File: config.mk
export PLATFORM = sky130hd
export DESIGN_NAME = drss_refresh_sync
export DESIGN_NICKNAME = d
export VERILOG_FILES = /design/src/design/drss_refresh_sync.v
export VERILOG_INCLUDE_DIRS = /design/src /design/src/design
export SDC_FILE = /design/constraint.sdc
export NUM_CORES = 1
export LEC_CHECK = 0
export ABC_AREA = 1
export BUFFER_PORTS_ARGS = -buffer_cell sky130_fd_sc_hd__buf_2
export CAP_MARGIN = 20
export CORE_MARGIN = 2
export CORE_UTILIZATION = 55
export DETAILED_ROUTE_END_ITERATION = 7
export GPL_ROUTABILITY_DRIVEN = 0
export PLACE_DENSITY_LB_ADDON = 0.1
export SYNTH_ARGS = -nofsm -noshare
export SYNTH_HDL_FRONTEND = slang
export SYNTH_SLANG_ARGS = --single-unit
File: constraint.sdc
create_clock -name clk -period 1.8 [get_ports clk]
set_clock_uncertainty 0.05 [all_clocks]
set_input_delay 0.09 -clock clk [delete_from_list [all_inputs] [get_ports clk]]
set_output_delay 0.09 -clock clk [all_outputs]
set_load 0.1 [all_outputs]
File: src/design/drss_defs.vh
// constants for the refresh clock and sync stretch block
// assumes a 100 MHz system clock and bus pins sampled by it
`ifndef DRSS_DEFS_VH
`define DRSS_DEFS_VH

// system clock period
`define DRSS_CLK_PERIOD_NS 10

// row strobe hold after write strobe start
`define DRSS_WR_HOLD_FAST_NS 70
`define DRSS_WR_HOLD_SLOW_NS 85
// cycle counts rounded up from the hold times above
`define DRSS_WR_HOLD_FAST_CYC 4'h7
`define DRSS_WR_HOLD_SLOW_CYC 4'h9
`define DRSS_WR_HOLD_W 4

// refresh counter: request on each wrap
`define DRSS_REF_CNT_W 7
`define DRSS_REF_CNT_RST 7'h00
`define DRSS_REF_CNT_LAST 7'h7F

// delay stages for the selected refresh clock, in cycles
`define DRSS_DLY_FIRST_CYC 2
`define DRSS_DLY_SECOND_CYC 4
`define DRSS_DLY_W 6

// length of the delayed sync copy, in cycles
`define DRSS_SYNC_DLY_W 8

// refresh clock source codes
`define DRSS_RCLK_PHI2_FALL 2'h0
`define DRSS_RCLK_PHI1_FALL 2'h1
`define DRSS_RCLK_PHI1_RISE 2'h2
`define DRSS_RCLK_PHI2_RISE 2'h3

// wait state selection codes
`define DRSS_WAIT_ANY 2'h0
`define DRSS_WAIT_FETCH 2'h1
`define DRSS_WAIT_NONE 2'h2

// external trigger source codes
`define DRSS_TRIG_MARKER 2'h0
`define DRSS_TRIG_SYNC 2'h1
`define DRSS_TRIG_SYNC_MEMR 2'h2

`endif

File: src/design/drss_refresh_sync.v
// refresh clock selection, fetch marker, sync stretch, arbitration
// assumes bus pins asynchronous to clk; cycle_done from delay-line timing
`include "drss_defs.vh"

module drss_refresh_sync (
   // clock and reset
   input  wire       clk,
   input  wire       sys_rst,
   // bus pins
   input  wire       phi1_pin,
   input  wire       phi2_pin,
   input  wire       sync_pin,
   input  wire       fetch_pin,
   input  wire       memr_pin,
   input  wire       write_pin,
   // configuration
   input  wire [1:0] refresh_clock_select,
   input  wire       refresh_clock_from_marker,
   input  wire       clock_delay_option_first,
   input  wire       clock_delay_option_second,
   input  wire       phi2_polarity_select,
   input  wire       sync_stretch_on_rise,
   input  wire [1:0] trigger_select,
   input  wire       unqualified_sync_trigger_option,
   input  wire [1:0] wait_state_select,
   input  wire       slow_parts,
   // memory timing
   input  wire       board_select,
   input  wire       cycle_done,
   // status and control outputs
   output reg        delayed_fetch_marker,
   output reg        stretched_sync,
   output reg        delayed_sync_copy,
   output reg        refresh_request,
   output reg        external_request,
   output reg        refresh_grant,
   output reg        external_grant,
   output reg        wait_request,
   output reg        row_strobe_n
);

   // =========================================
   // arbiter states
   localparam [1:0] ST_IDLE = 2'h0;
   localparam [1:0] ST_REF  = 2'h1;
   localparam [1:0] ST_EXT  = 2'h2;

   localparam [`DRSS_WR_HOLD_W-1:0] HOLD_FAST = `DRSS_WR_HOLD_FAST_CYC;
   localparam [`DRSS_WR_HOLD_W-1:0] HOLD_SLOW = `DRSS_WR_HOLD_SLOW_CYC;

   // =========================================
   // pin synchronisers
   reg  [5:0] pin_meta;
   reg  [5:0] pin_sync;
   reg  [5:0] pin_prev;
   wire [5:0] pins = {write_pin, memr_pin, fetch_pin, sync_pin, phi2_pin, phi1_pin};

   always @(posedge clk or posedge sys_rst) begin
      if (sys_rst) begin
         pin_meta <= 6'h00;
         pin_sync <= 6'h00;
         pin_prev <= 6'h00;
      end else begin
         pin_meta <= pins;
         pin_sync <= pin_meta;
         pin_prev <= pin_sync;
      end
   end

   wire sync_s  = pin_sync[2];
   wire fetch_s = pin_sync[3];
   wire memr_s  = pin_sync[4];
   wire write_s = pin_sync[5];
   wire [5:0] rise = pin_sync & ~pin_prev;
   wire [5:0] fall = ~pin_sync & pin_prev;

   // =========================================
   // fetch marker flop
   // selected phi2 edge
   wire marker_edge = phi2_polarity_select ? rise[1] : fall[1];
   reg  marker_prev;

   always @(posedge clk or posedge sys_rst) begin
      if (sys_rst) begin
         delayed_fetch_marker <= 1'b0;
         marker_prev          <= 1'b0;
      end else begin
         // marker tracks fetch one phi2 edge late
         if (marker_edge) begin
            delayed_fetch_marker <= fetch_s;
         end
         marker_prev <= delayed_fetch_marker;
      end
   end

   wire marker_rise = delayed_fetch_marker & ~marker_prev;
   wire marker_fall = ~delayed_fetch_marker & marker_prev;

   // =========================================
   // stretched sync
   wire stretch_end = sync_stretch_on_rise ? rise[1] : fall[1];
   reg  sync_seen;

   always @(posedge clk or posedge sys_rst) begin
      if (sys_rst) begin
         stretched_sync <= 1'b0;
         sync_seen      <= 1'b0;
      end else begin
         // set at sync start, held after
         if (sync_s) begin
            stretched_sync <= 1'b1;
            sync_seen      <= 1'b1;
         // first selected phi2 edge ends it
         end else if (sync_seen && stretch_end) begin
            stretched_sync <= 1'b0;
            sync_seen      <= 1'b0;
         end
      end
   end

   // =========================================
   // delayed sync copy
   reg [`DRSS_SYNC_DLY_W-1:0] sync_shift;

   always @(posedge clk or posedge sys_rst) begin
      if (sys_rst) begin
         sync_shift        <= {`DRSS_SYNC_DLY_W{1'b0}};
         delayed_sync_copy <= 1'b0;
      end else begin
         sync_shift        <= {sync_shift[`DRSS_SYNC_DLY_W-2:0], sync_s};
         delayed_sync_copy <= |sync_shift;
      end
   end

   // =========================================
   // refresh clock selection and delay
   reg src_edge;

   // choosing legal combination is left to config
   always @* begin
      case (refresh_clock_select)
         `DRSS_RCLK_PHI2_FALL: src_edge = fall[1];
         `DRSS_RCLK_PHI1_FALL: src_edge = fall[0];
         `DRSS_RCLK_PHI1_RISE: src_edge = rise[0];
         `DRSS_RCLK_PHI2_RISE: src_edge = rise[1];
         default:              src_edge = fall[1];
      endcase
      if (refresh_clock_from_marker) begin
         src_edge = marker_fall;
      end
   end

   reg [`DRSS_DLY_W-1:0] dly_line;

   always @(posedge clk or posedge sys_rst) begin
      if (sys_rst) begin
         dly_line <= {`DRSS_DLY_W{1'b0}};
      end else begin
         dly_line <= {dly_line[`DRSS_DLY_W-2:0], src_edge};
      end
   end

   wire count_edge = clock_delay_option_second ? dly_line[`DRSS_DLY_SECOND_CYC-1] :
                     clock_delay_option_first  ? dly_line[`DRSS_DLY_FIRST_CYC-1]  :
                                                 src_edge;

   // =========================================
   // refresh counter
   reg [`DRSS_REF_CNT_W-1:0] refresh_counter;
   // frozen around sync and stretched sync
   wire count_en = ~(sync_s | stretched_sync | delayed_sync_copy);
   wire ref_wrap = count_en & count_edge & (refresh_counter == `DRSS_REF_CNT_LAST);
   reg  ref_done;

   always @(posedge clk or posedge sys_rst) begin
      if (sys_rst) begin
         refresh_counter <= `DRSS_REF_CNT_RST;
      end else if (count_en && count_edge) begin
         refresh_counter <= refresh_counter + 1'b1;
      end
   end

   // =========================================
   // external trigger
   reg trig;

   // only the selected source can trigger; code 3 gives no trigger
   always @* begin
      case (trigger_select)
         `DRSS_TRIG_MARKER:    trig = marker_rise;
         `DRSS_TRIG_SYNC:      trig = rise[2] & unqualified_sync_trigger_option;
         `DRSS_TRIG_SYNC_MEMR: trig = rise[2] & memr_s;
         default:              trig = 1'b0;
      endcase
   end

   wire ext_trig = trig & board_select;
   reg  ext_done;

   // =========================================
   // pending requests, set wins over clear
   always @(posedge clk or posedge sys_rst) begin
      if (sys_rst) begin
         refresh_request  <= 1'b0;
         external_request <= 1'b0;
      end else begin
         if (ref_wrap) begin
            refresh_request <= 1'b1;
         end else if (ref_done) begin
            refresh_request <= 1'b0;
         end
         if (ext_trig) begin
            external_request <= 1'b1;
         end else if (ext_done) begin
            external_request <= 1'b0;
         end
      end
   end

   // =========================================
   // arbiter
   reg [1:0] state;
   reg [1:0] next_state;

   always @* begin
      next_state = state;
      ref_done   = 1'b0;
      ext_done   = 1'b0;
      case (state)
         ST_IDLE: begin
            if (refresh_request) begin
               next_state = ST_REF;
            end else if (external_request) begin
               next_state = ST_EXT;
            end
         end
         ST_REF: begin
            if (cycle_done) begin
               ref_done   = 1'b1;
               next_state = ST_IDLE;
            end
         end
         ST_EXT: begin
            if (cycle_done) begin
               ext_done   = 1'b1;
               next_state = ST_IDLE;
            end
         end
         default: next_state = ST_IDLE;
      endcase
   end

   always @(posedge clk or posedge sys_rst) begin
      if (sys_rst) begin
         state          <= ST_IDLE;
         refresh_grant  <= 1'b0;
         external_grant <= 1'b0;
      end else begin
         state          <= next_state;
         refresh_grant  <= (next_state == ST_REF);
         external_grant <= (next_state == ST_EXT);
      end
   end

   // =========================================
   // wait request
   reg stretch_wait;

   always @* begin
      case (wait_state_select)
         `DRSS_WAIT_ANY:   stretch_wait = stretched_sync & board_select;
         `DRSS_WAIT_FETCH: stretch_wait = stretched_sync & board_select & delayed_fetch_marker;
         `DRSS_WAIT_NONE:  stretch_wait = 1'b0;
         default:          stretch_wait = 1'b0;
      endcase
   end

   always @(posedge clk or posedge sys_rst) begin
      if (sys_rst) begin
         wait_request <= 1'b0;
      end else begin
         wait_request <= stretch_wait | ((next_state == ST_REF) & (external_request | ext_trig));
      end
   end

   // =========================================
   // row strobe with write hold
   reg [`DRSS_WR_HOLD_W-1:0] hold_cnt;
   reg                       write_prev_s;
   wire                      wr_start = write_s & ~write_prev_s & ~row_strobe_n;

   always @(posedge clk or posedge sys_rst) begin
      if (sys_rst) begin
         hold_cnt     <= {`DRSS_WR_HOLD_W{1'b0}};
         write_prev_s <= 1'b0;
         row_strobe_n <= 1'b1;
      end else begin
         write_prev_s <= write_s;
         if (wr_start) begin
            hold_cnt <= slow_parts ? HOLD_SLOW : HOLD_FAST;
         end else if (hold_cnt != {`DRSS_WR_HOLD_W{1'b0}}) begin
            hold_cnt <= hold_cnt - 1'b1;
         end
         row_strobe_n <= ~((next_state == ST_EXT) |
                           (external_grant & stretched_sync) | wr_start |
                           (hold_cnt > {{(`DRSS_WR_HOLD_W-1){1'b0}}, 1'b1}));
      end
   end

endmodule

==> results of run 1 <==
[cell families after synthesis]
| family | share of synthesized area [%] |
|---|---|
| compound gates | 5.69 |
| xor+xnor | 2.54 |
| fa+ha+maj | 6.66 |
| buf+inv | 5.81 |
| flops | 60.6 |
| simple gates | 18.7 |
[worst min path at each step]
| stage | start | end | slack (ns) | cells past startpoint |
|---|---|---|---|---|
| global route | sync_stretch_on_rise | sync_seen | 0.06 | 3 |
| detailed placement | sync_pin | pin_meta[2] | 0.15 | 1 |
| floorplan | phi1_pin | pin_meta[0] | 0.07 | 0 |
| CTS | cycle_done | refresh_request | 0.03 | 4 |
| finish | cycle_done | refresh_request | 0.03 | 4 |
| global placement | sync_pin | pin_meta[2] | 0.15 | 1 |
[cells in the mapped netlist (2+ instances only)]
cell     number
a21oi_1       2
dfrtp_1      49
ha_1         11
inv_1        32
nand2_1      40
nand2_2       2
nand3_1      18
nand4_1       3
nor2_1        9
nor4_1        2
o21ai_0      14
xnor2_1       3
xor2_1        3
[power breakdown]
group,internal (W),total [W],switching [W]
combinational,0.000210,0.000733,0.000523
sequential,0.00126,0.00135,0.0000939
clock,0.000421,0.000791,0.000370
total,0.00189,0.00288,0.000987
[cell type report]
cell class / instances / area, sq um / share of cell area (%)
Multi-Input combinational cell: 119 / 696 / 27.7
Tap cell: 48 / 60.1 / 2.39
Inverter: 32 / 120 / 4.78
Timing Repair Buffer: 43 / 268 / 10.7
Clock buffer: 5 / 68.8 / 2.74
Sequential cell: 50 / 1250 / 49.9
Clock inverter: 3 / 47.5 / 1.89
[per-stage QoR]
step / std cells / worst slack, ns
6_report: 300 / 0.161
5_1_grt: 300 / 0.0250
3_5_place_dp: 282 / 0.100
4_1_cts: 299 / 0.0734
2_1_floorplan: 201 / 0.0196
3_3_place_gp: 282 / 0.272
[state kept, by name, summed over array words and instances, names as in the netlist, 2 cells and up]
name / cells
sync_shift: 8
refresh_counter: 7
pin_meta: 6
pin_sync: 6
dly_line: 4
hold_cnt: 4
pin_prev: 2
state: 2
[cells in the final DEF (no fill, tap or decap), types with 2 or more instances in the layout]
cell type       n
a21oi_1         2
buf_2          31
buf_4           3
clkbuf_8        5
dfrtp_1        49
dlygate4sd3_1   9
ha_1           11
inv_1          31
nand2_1        40
nand2_2         2
nand3_1        18
nand4_1         3
nor2_1          8
nor4_1          2
o21ai_0        13
xnor2_1         3
xor2_1          3
[repair_timing]
action | in CTS | in global routing
gates resized for setup | 0 | 2
hold buffers | 9 | 0
setup endpoints to repair | 0 | 2
buffers inserted | 0 | 1
endpoints found under the hold margin | 56 | 0
[tightest hold or removal path, delay by kind of cell]
kind,cells,cell delay (ns)
AND/OR/NAND/NOR,3,0.15
buffers and inverters,1,0.11
[layer usage]
metal,GRT usage [%],share of wire [%],vias up
met5,0,0,-
met4,7.03,1.5,0
met3,3.60,3.3,8
met2,34.8,52,30
met1,23.0,44,716
li1,-,-,744
==> metrics.md, run 1 <==
| Metric | Value |
|---|---|
| CP required | `1.99 ns` |
| R2R Path Start | `state[1]` |
| Leak Pwr | `1.31 nW` |
| H-tree depth | `2` |
| Via/cell ratio | `around 5` |
| Design Area, Final | `0.00251 sq mm` |
| GR Overflow Total | `0` |
| Pins Over Slew Limit | `0` |
| Worst setup path endpoint | `wait_request` |
| FF+latch count, synth | `50` |
| CP bufs+invs | `3` |
| Max Clk Rate | `610 MHz` |
| Setup Viol. Count Final | `0` |
| R2r setup slk | `0.16 ns` |
| First-pass GRT wire length | `6240 microns` |
| CP endpoint kind | `flop` |
| Initial antenna violation count | `0` |
| CP Launch Type | `flop` |
| CTS tree | `yes` |
| Cell count after synthesis | `201` |
| Vias | `1498` |
| Port Buffers | `31` |
| Post-layout util | `69.1%` |
| Slew @ Worst Pin | `0.596 ns` |
| Cell Area, Synth | `between 0.002 and 0.0025 sq mm` |
| Synth-to-layout area growth | `21.6%` |
| Power Total | `0.00288 W` |
| PwrDens | `1150 mW/mm^2` |
| Levels on crit path | `10` |
| Clk slew on worst S/H paths | `approximately 0.09 ns` |
| Arrival @ worst endpoint | `1.83 ns` |
| Synth top area share | `59.4%` |
| Row Count | `22` |
| RSZ-0062 raised after global routing | `no` |
| Core area | `around 0.0036 sq mm` |
| Outcome | `finished clean` |
| Synth unique cells | `26` |
| Post-detailed-route DRC marker count | `0` |
| Max-slew headroom | `between 60% and 70%` |
| Hold Fails Final Rpt | `0` |
| Syn avg cell area | `10.3 sq um` |
| Initial Util | `56.9%` |
| Register area share after synthesis | `60.6%` |
| Crit-path max cell delay | `0.41 ns` |
| Syn Nets | `235` |
| Hold Path Class | `in -> reg` |
| WL/cell | `between 10 and 15 microns` |
| Cells along the critical path | `inv_1 > ha_1 > inv_1 > nor2_1 > inv_1 > o21ai_1 > nand2_1 > nor2_2 > nand2_1 > nand2_1` |
| Ys async rst share | `100%` |
| Pin count of the biggest net entering global routing | `51` |
| Crit share post-route | `between 90% and 100%` |
| Die ar. | `0.00426 sq mm` |
| Fill cells | `284` |
| Min Tclk post-route | `1.64 ns` |
| CTS Buf Count | `5` |
| CP Launch Point | `state[1]` |
| Total global routing track utilization | `19.3%` |
| CTS root buf | `clkbuf_8` |
| Post-synth EDFFs | `0` |
| Max-cap violations | `0` |
| Crit-path leading delay family | `simple AND/OR/NAND/NOR gates` |
| Smallest hold slack | `0.0296 ns` |
| End of the worst register-to-register path | `wait_request` |
| Die height | `65.3 microns` |
| Nets | `285` |
| I/O pin total | `32` |
| Dominant synthesized flop cell | `dfrtp_1` |
| Total negative slack | `0 ns` |
| Dpl hpwl | `2680 microns` |
| ANT cells | `0` |
| Peak supply drop | `~0.00063 V` |
| Dominant cell type by area after synthesis | `dfrtp_1` |
| Die width | `65.3 microns` |
| Clock Sinks | `50` |
| Yosys warns | `0` |
| Slowest CP cell | `dfrtp_1` |
| CP Class | `reg -> reg` |
| Post-DRT Antenna Nets | `0` |
| Final WL | `3640 microns` |
| Longest Clk Path Bufs | `2` |
| Starting DRT DRC Count | `102` |
| Ranking of synthesized cells by area | `dfrtp_1, nand2_1, ha_1` |
| Largest fanout on the critical path | `4` |
| Worst Reg-to-Reg Cells | `10` |
| DRT Pass-1 Iters | `4` |
| Placed inst area | `0.00230 sq mm` |
| Share of cells above drive strength 1 | `19.8%` |
| Worst-skew pair later-pin latency | `0.30 ns` |
| Vias in the first global route | `about 1500` |
(Power assumes the default switching activity.)
==> run 2, diff against run 1 <==
--- a/config.mk
+++ b/config.mk
@@ -6,7 +6,6 @@
 export SDC_FILE = /design/constraint.sdc
 export NUM_CORES = 1
 export LEC_CHECK = 0
-export ABC_AREA = 1
 export BUFFER_PORTS_ARGS = -buffer_cell sky130_fd_sc_hd__buf_2
 export CAP_MARGIN = 20
 export CORE_MARGIN = 2
@@ -14,6 +13,7 @@
 export DETAILED_ROUTE_END_ITERATION = 7
 export GPL_ROUTABILITY_DRIVEN = 0
 export PLACE_DENSITY_LB_ADDON = 0.1
+export REMOVE_ABC_BUFFERS = 1
 export SYNTH_ARGS = -nofsm -noshare
 export SYNTH_HDL_FRONTEND = slang
 export SYNTH_SLANG_ARGS = --single-unit
==> metrics.md, run 2 <==
| Metric | Value |
|---|---|
| Outcome | `finished clean (unchanged)` |
| Longest Clk Path Bufs | `2 (unchanged)` |
| Peak supply drop | `0.000766 V (was 0.000627 V)` |
| Slowest CP cell | `dfrtp_1 (unchanged)` |
| Crit-path max cell delay | `0.42 ns (was 0.41 ns)` |
| Clk slew on worst S/H paths | `0.08 ns (was 0.09 ns)` |
| Synth unique cells | `39 (was 26)` |
| Max-slew headroom | `67.6% (was 60.3%)` |
| Post-synth EDFFs | `0 (unchanged)` |
| Vias | `1364 (was 1498)` |
| Core area | `0.00361 sq mm (was 0.00363 sq mm)` |
| Hold path startpoint | `refresh_clock_from_marker (was cycle_done)` |
| CTS Buf Count | `5 (unchanged)` |
| Pins Over Slew Limit | `0 (unchanged)` |
| Port Buffers | `31 (unchanged)` |
| Synth top area share | `60.6% (was 59.4%)` |
| Dominant synthesized flop cell | `dfrtp_1 (unchanged)` |
| DRT Pass-1 Iters | `4 (unchanged)` |
| GR Overflow Total | `0 (unchanged)` |
| PwrDens | `1150 mW/mm^2 (about the same)` |
| Levels on crit path | `5 (was 10)` |
| Worst Reg-to-Reg Cells | `5 (was 10)` |
| Biggest register | `sync_shift (unchanged)` |
| Final WL | `3520 microns (was 3640 microns)` |
| Nets | `252 (was 285)` |
| Die height | `64.7 microns (was 65.3 microns)` |
| H-tree depth | `2 (unchanged)` |
| CP Class | `reg -> reg (unchanged)` |
| Via/cell ratio | `5.11 (was 4.99)` |
| CTS root buf | `clkbuf_8 (unchanged)` |
| Smallest setup slack after layout | `0.0693 ns (was 0.161 ns)` |
| Fill cells | `282 (was 284)` |
| Yosys warns | `0 (unchanged)` |
| Ys async rst share | `100% (unchanged)` |
| Initial Util | `56.1% (was 56.9%)` |
| Total global routing track utilization | `19.1% (was 19.3%)` |
| Cell count after synthesis | `165 (was 201)` |
| Total negative slack | `0 ns (unchanged)` |
| Ranking of synthesized cells by area | `dfrtp_1, ha_1, nand2_1 (was dfrtp_1, nand2_1, ha_1)` |
| End of the worst register-to-register path | `refresh_counter[1] (was wait_request)` |
| Most common cell after layout, fill and taps aside | `dfrtp_1 (unchanged)` |
| Pin count of the biggest net entering global routing | `26 (was 51)` |
| CP endpoint kind | `flop (unchanged)` |
| Register area share after synthesis | `61.9% (was 60.6%)` |
| Post-detailed-route DRC marker count | `0 (unchanged)` |
| Max-cap violations | `0 (unchanged)` |
| FF+latch count, synth | `50 (unchanged)` |
| Hold Path Class | `in -> reg (unchanged)` |
| Syn avg cell area | `12.3 sq um (was 10.3 sq um)` |
| CP Launch Point | `pin_prev[1] (was state[1])` |
| Hold Fails Final Rpt | `0 (unchanged)` |
| Largest regs | `sync_shift (8), refresh_counter (7) (unchanged)` |
| Cell Area, Synth | `0.00202 sq mm (was 0.00207 sq mm)` |
| Top-count cell post-synth | `dfrtp_1 (unchanged)` |
| Max reg flops | `8 (unchanged)` |
| Worst-skew pair later-pin latency | `0.30 ns (about the same)` |
| Leak Pwr | `1.19 nW (was 1.31 nW)` |
| Cells along the critical path | `nor3b_1 > a311o_1 > a31oi_4 > nor2_2 > mux2_4 (was inv_1 > ha_1 > inv_1 > nor2_1 > inv_1 > o21ai_1 > nand2_1 > nor2_2 > nand2_1 > nand2_1)` |
| WL/cell | `13.2 microns (was 12.1 microns)` |
| Clock Sinks | `50 (unchanged)` |
| Arrival @ worst endpoint | `1.87 ns (was 1.83 ns)` |
| CP required | `1.94 ns (was 1.99 ns)` |
| R2R Path Start | `pin_prev[1] (was state[1])` |
| Power Total | `0.00285 W (was 0.00288 W)` |
| Die ar. | `0.00418 sq mm (was 0.00426 sq mm)` |
| First-pass GRT wire length | `5950 microns (was 6240 microns)` |
| Dominant cell type by area after synthesis | `dfrtp_1 (unchanged)` |
| Pre-CTS setup slack | `-0.00822 ns (was 0.100 ns)` |
| Worst setup path endpoint | `refresh_counter[1] (was wait_request)` |
| I/O pin total | `32 (unchanged)` |
| Share of cells above drive strength 1 | `26.0% (was 19.8%)` |
| Crit-path leading delay family | `compound AO/OA/AOI/OAI gates (was simple AND/OR/NAND/NOR gates)` |
| Crit share post-route | `96.1% (was 91.1%)` |
| Row Count | `22 (unchanged)` |
| Min Tclk post-route | `1.73 ns (was 1.64 ns)` |
| CP bufs+invs | `0 (was 3)` |
| Largest fanout on the critical path | `6 (was 4)` |
| Slew @ Worst Pin | `0.489 ns (was 0.596 ns)` |
| Max Clk Rate | `578 MHz (was 610 MHz)` |
| Synth-to-layout area growth | `22.7% (was 21.6%)` |
| CTS tree | `yes (unchanged)` |
| Initial antenna violation count | `0 (unchanged)` |
| CP Launch Type | `flop (unchanged)` |
| Die width | `64.7 microns (was 65.3 microns)` |
| Post-DRT Antenna Nets | `0 (unchanged)` |
| Synth top cells by count | `dfrtp_1, nand2_1, inv_1, ha_1 (was dfrtp_1, nand2_1, inv_1, nand3_1, o21ai_0)` |
| R2r setup slk | `0.07 ns (was 0.16 ns)` |
| Vias in the first global route | `1411 (was 1495)` |
| Post-layout util | `68.9% (was 69.1%)` |
| ANT cells | `0 (unchanged)` |
| Most frequent cells in the layout | `dfrtp_1, buf_2, nand2_1 (was dfrtp_1, nand2_1, inv_1, buf_2, nand3_1)` |
| Setup Viol. Count Final | `0 (unchanged)` |
| Dpl hpwl | `2650 microns (was 2680 microns)` |
| Starting DRT DRC Count | `72 (was 102)` |
## run 2: cell count changes after synthesis, sizes merged, moves of 3 or more
| cell | previous run | this run |
|---|---|---|
| nor2b | 0 | 4 |
| nand2b | 0 | 4 |
| o21ai | 14 | 7 |
| inv | 32 | 12 |
| nand3 | 18 | 6 |
| nand4 | 3 | 0 |
| nor3 | 2 | 6 |
| a21oi | 2 | 5 |
| nor3b | 0 | 3 |
| nand2 | 43 | 15 |
## run 2: report_power, final
| part | internal [W] | total [W] | switching, W |
|---|---|---|---|
| registers | 0.00127 | 0.00137 | 0.000105 |
| logic | 0.000284 | 0.000829 | 0.000544 |
| clock network | 0.000310 | 0.000651 | 0.000341 |
| total | 0.00186 | 0.00285 | 0.000991 |
## run 2: worst min path at each step
stage,slack (ns),cells past startpoint,endpoint
final,0.03,3,dly_line[0]
after global routing,0.05,3,dly_line[0]
after CTS,0.02,3,dly_line[0]
after detailed placement,0.11,3,sync_seen
after global placement,0.10,3,pin_meta[5]
after floorplan,0.07,0,pin_meta[0]
## run 2: worst register-to-register path, delay by kind of cell, from the launching register on
kind	cells	cell delay, ns
compound gates	2	0.62
flops	1	0.42
mux	1	0.30
simple gates	2	0.25
## run 2: cells by family after synthesis
group	count (synthesis)	synth area share, %
DFF	50	61.9
buffers and inverters	12	2.22
and+or+nand+nor	54	14.2
muxes	2	1.24
xor gates and xnor gates	9	3.89
adders and majority gates	11	6.80
AOI/OAI and AO/OA	27	9.77
## run 2: what timing repair did
action                     CTS  global route
resized for setup            1             5
hold endpoints to repair    58             0
pin swaps                    0             4
setup buffers                0             1
hold buffers                 9             0
gates cloned                 0             0
setup endpoints to repair    1             3
## run 2: layout make-up
class,instances,area (sq um),share of cell area [%]
clock buffers,7,86.3,3.48
clock inverters,1,5.00,0.202
inverters,12,45.0,1.81
multi-input cells,103,744,30.0
flip-flops and latches,50,1250,50.4
well taps,48,60.1,2.42
repair buffers,46,290,11.7
## run 2: metrics by stage
step	instance area (sq um)	std cells	hold WS (ns)
5_1_grt	2480	267	0.0481
6_report	2480	267	0.0314
4_1_cts	2460	266	0.0242
3_3_place_gp	2280	249	0.101
2_1_floorplan	2020	165	0.0714
3_5_place_dp	2280	249	0.107
## run 2: routing by layer
metal / part of all wire, % / global-route usage (%) / vias to the layer above
li1: - / - / 669
met1: 43 / 22.4 / 658
met2: 51 / 33.1 / 31
met3: 4.2 / 5.73 / 6
met4: 1.6 / 7.45 / 0
met5: 0 / 0 / -
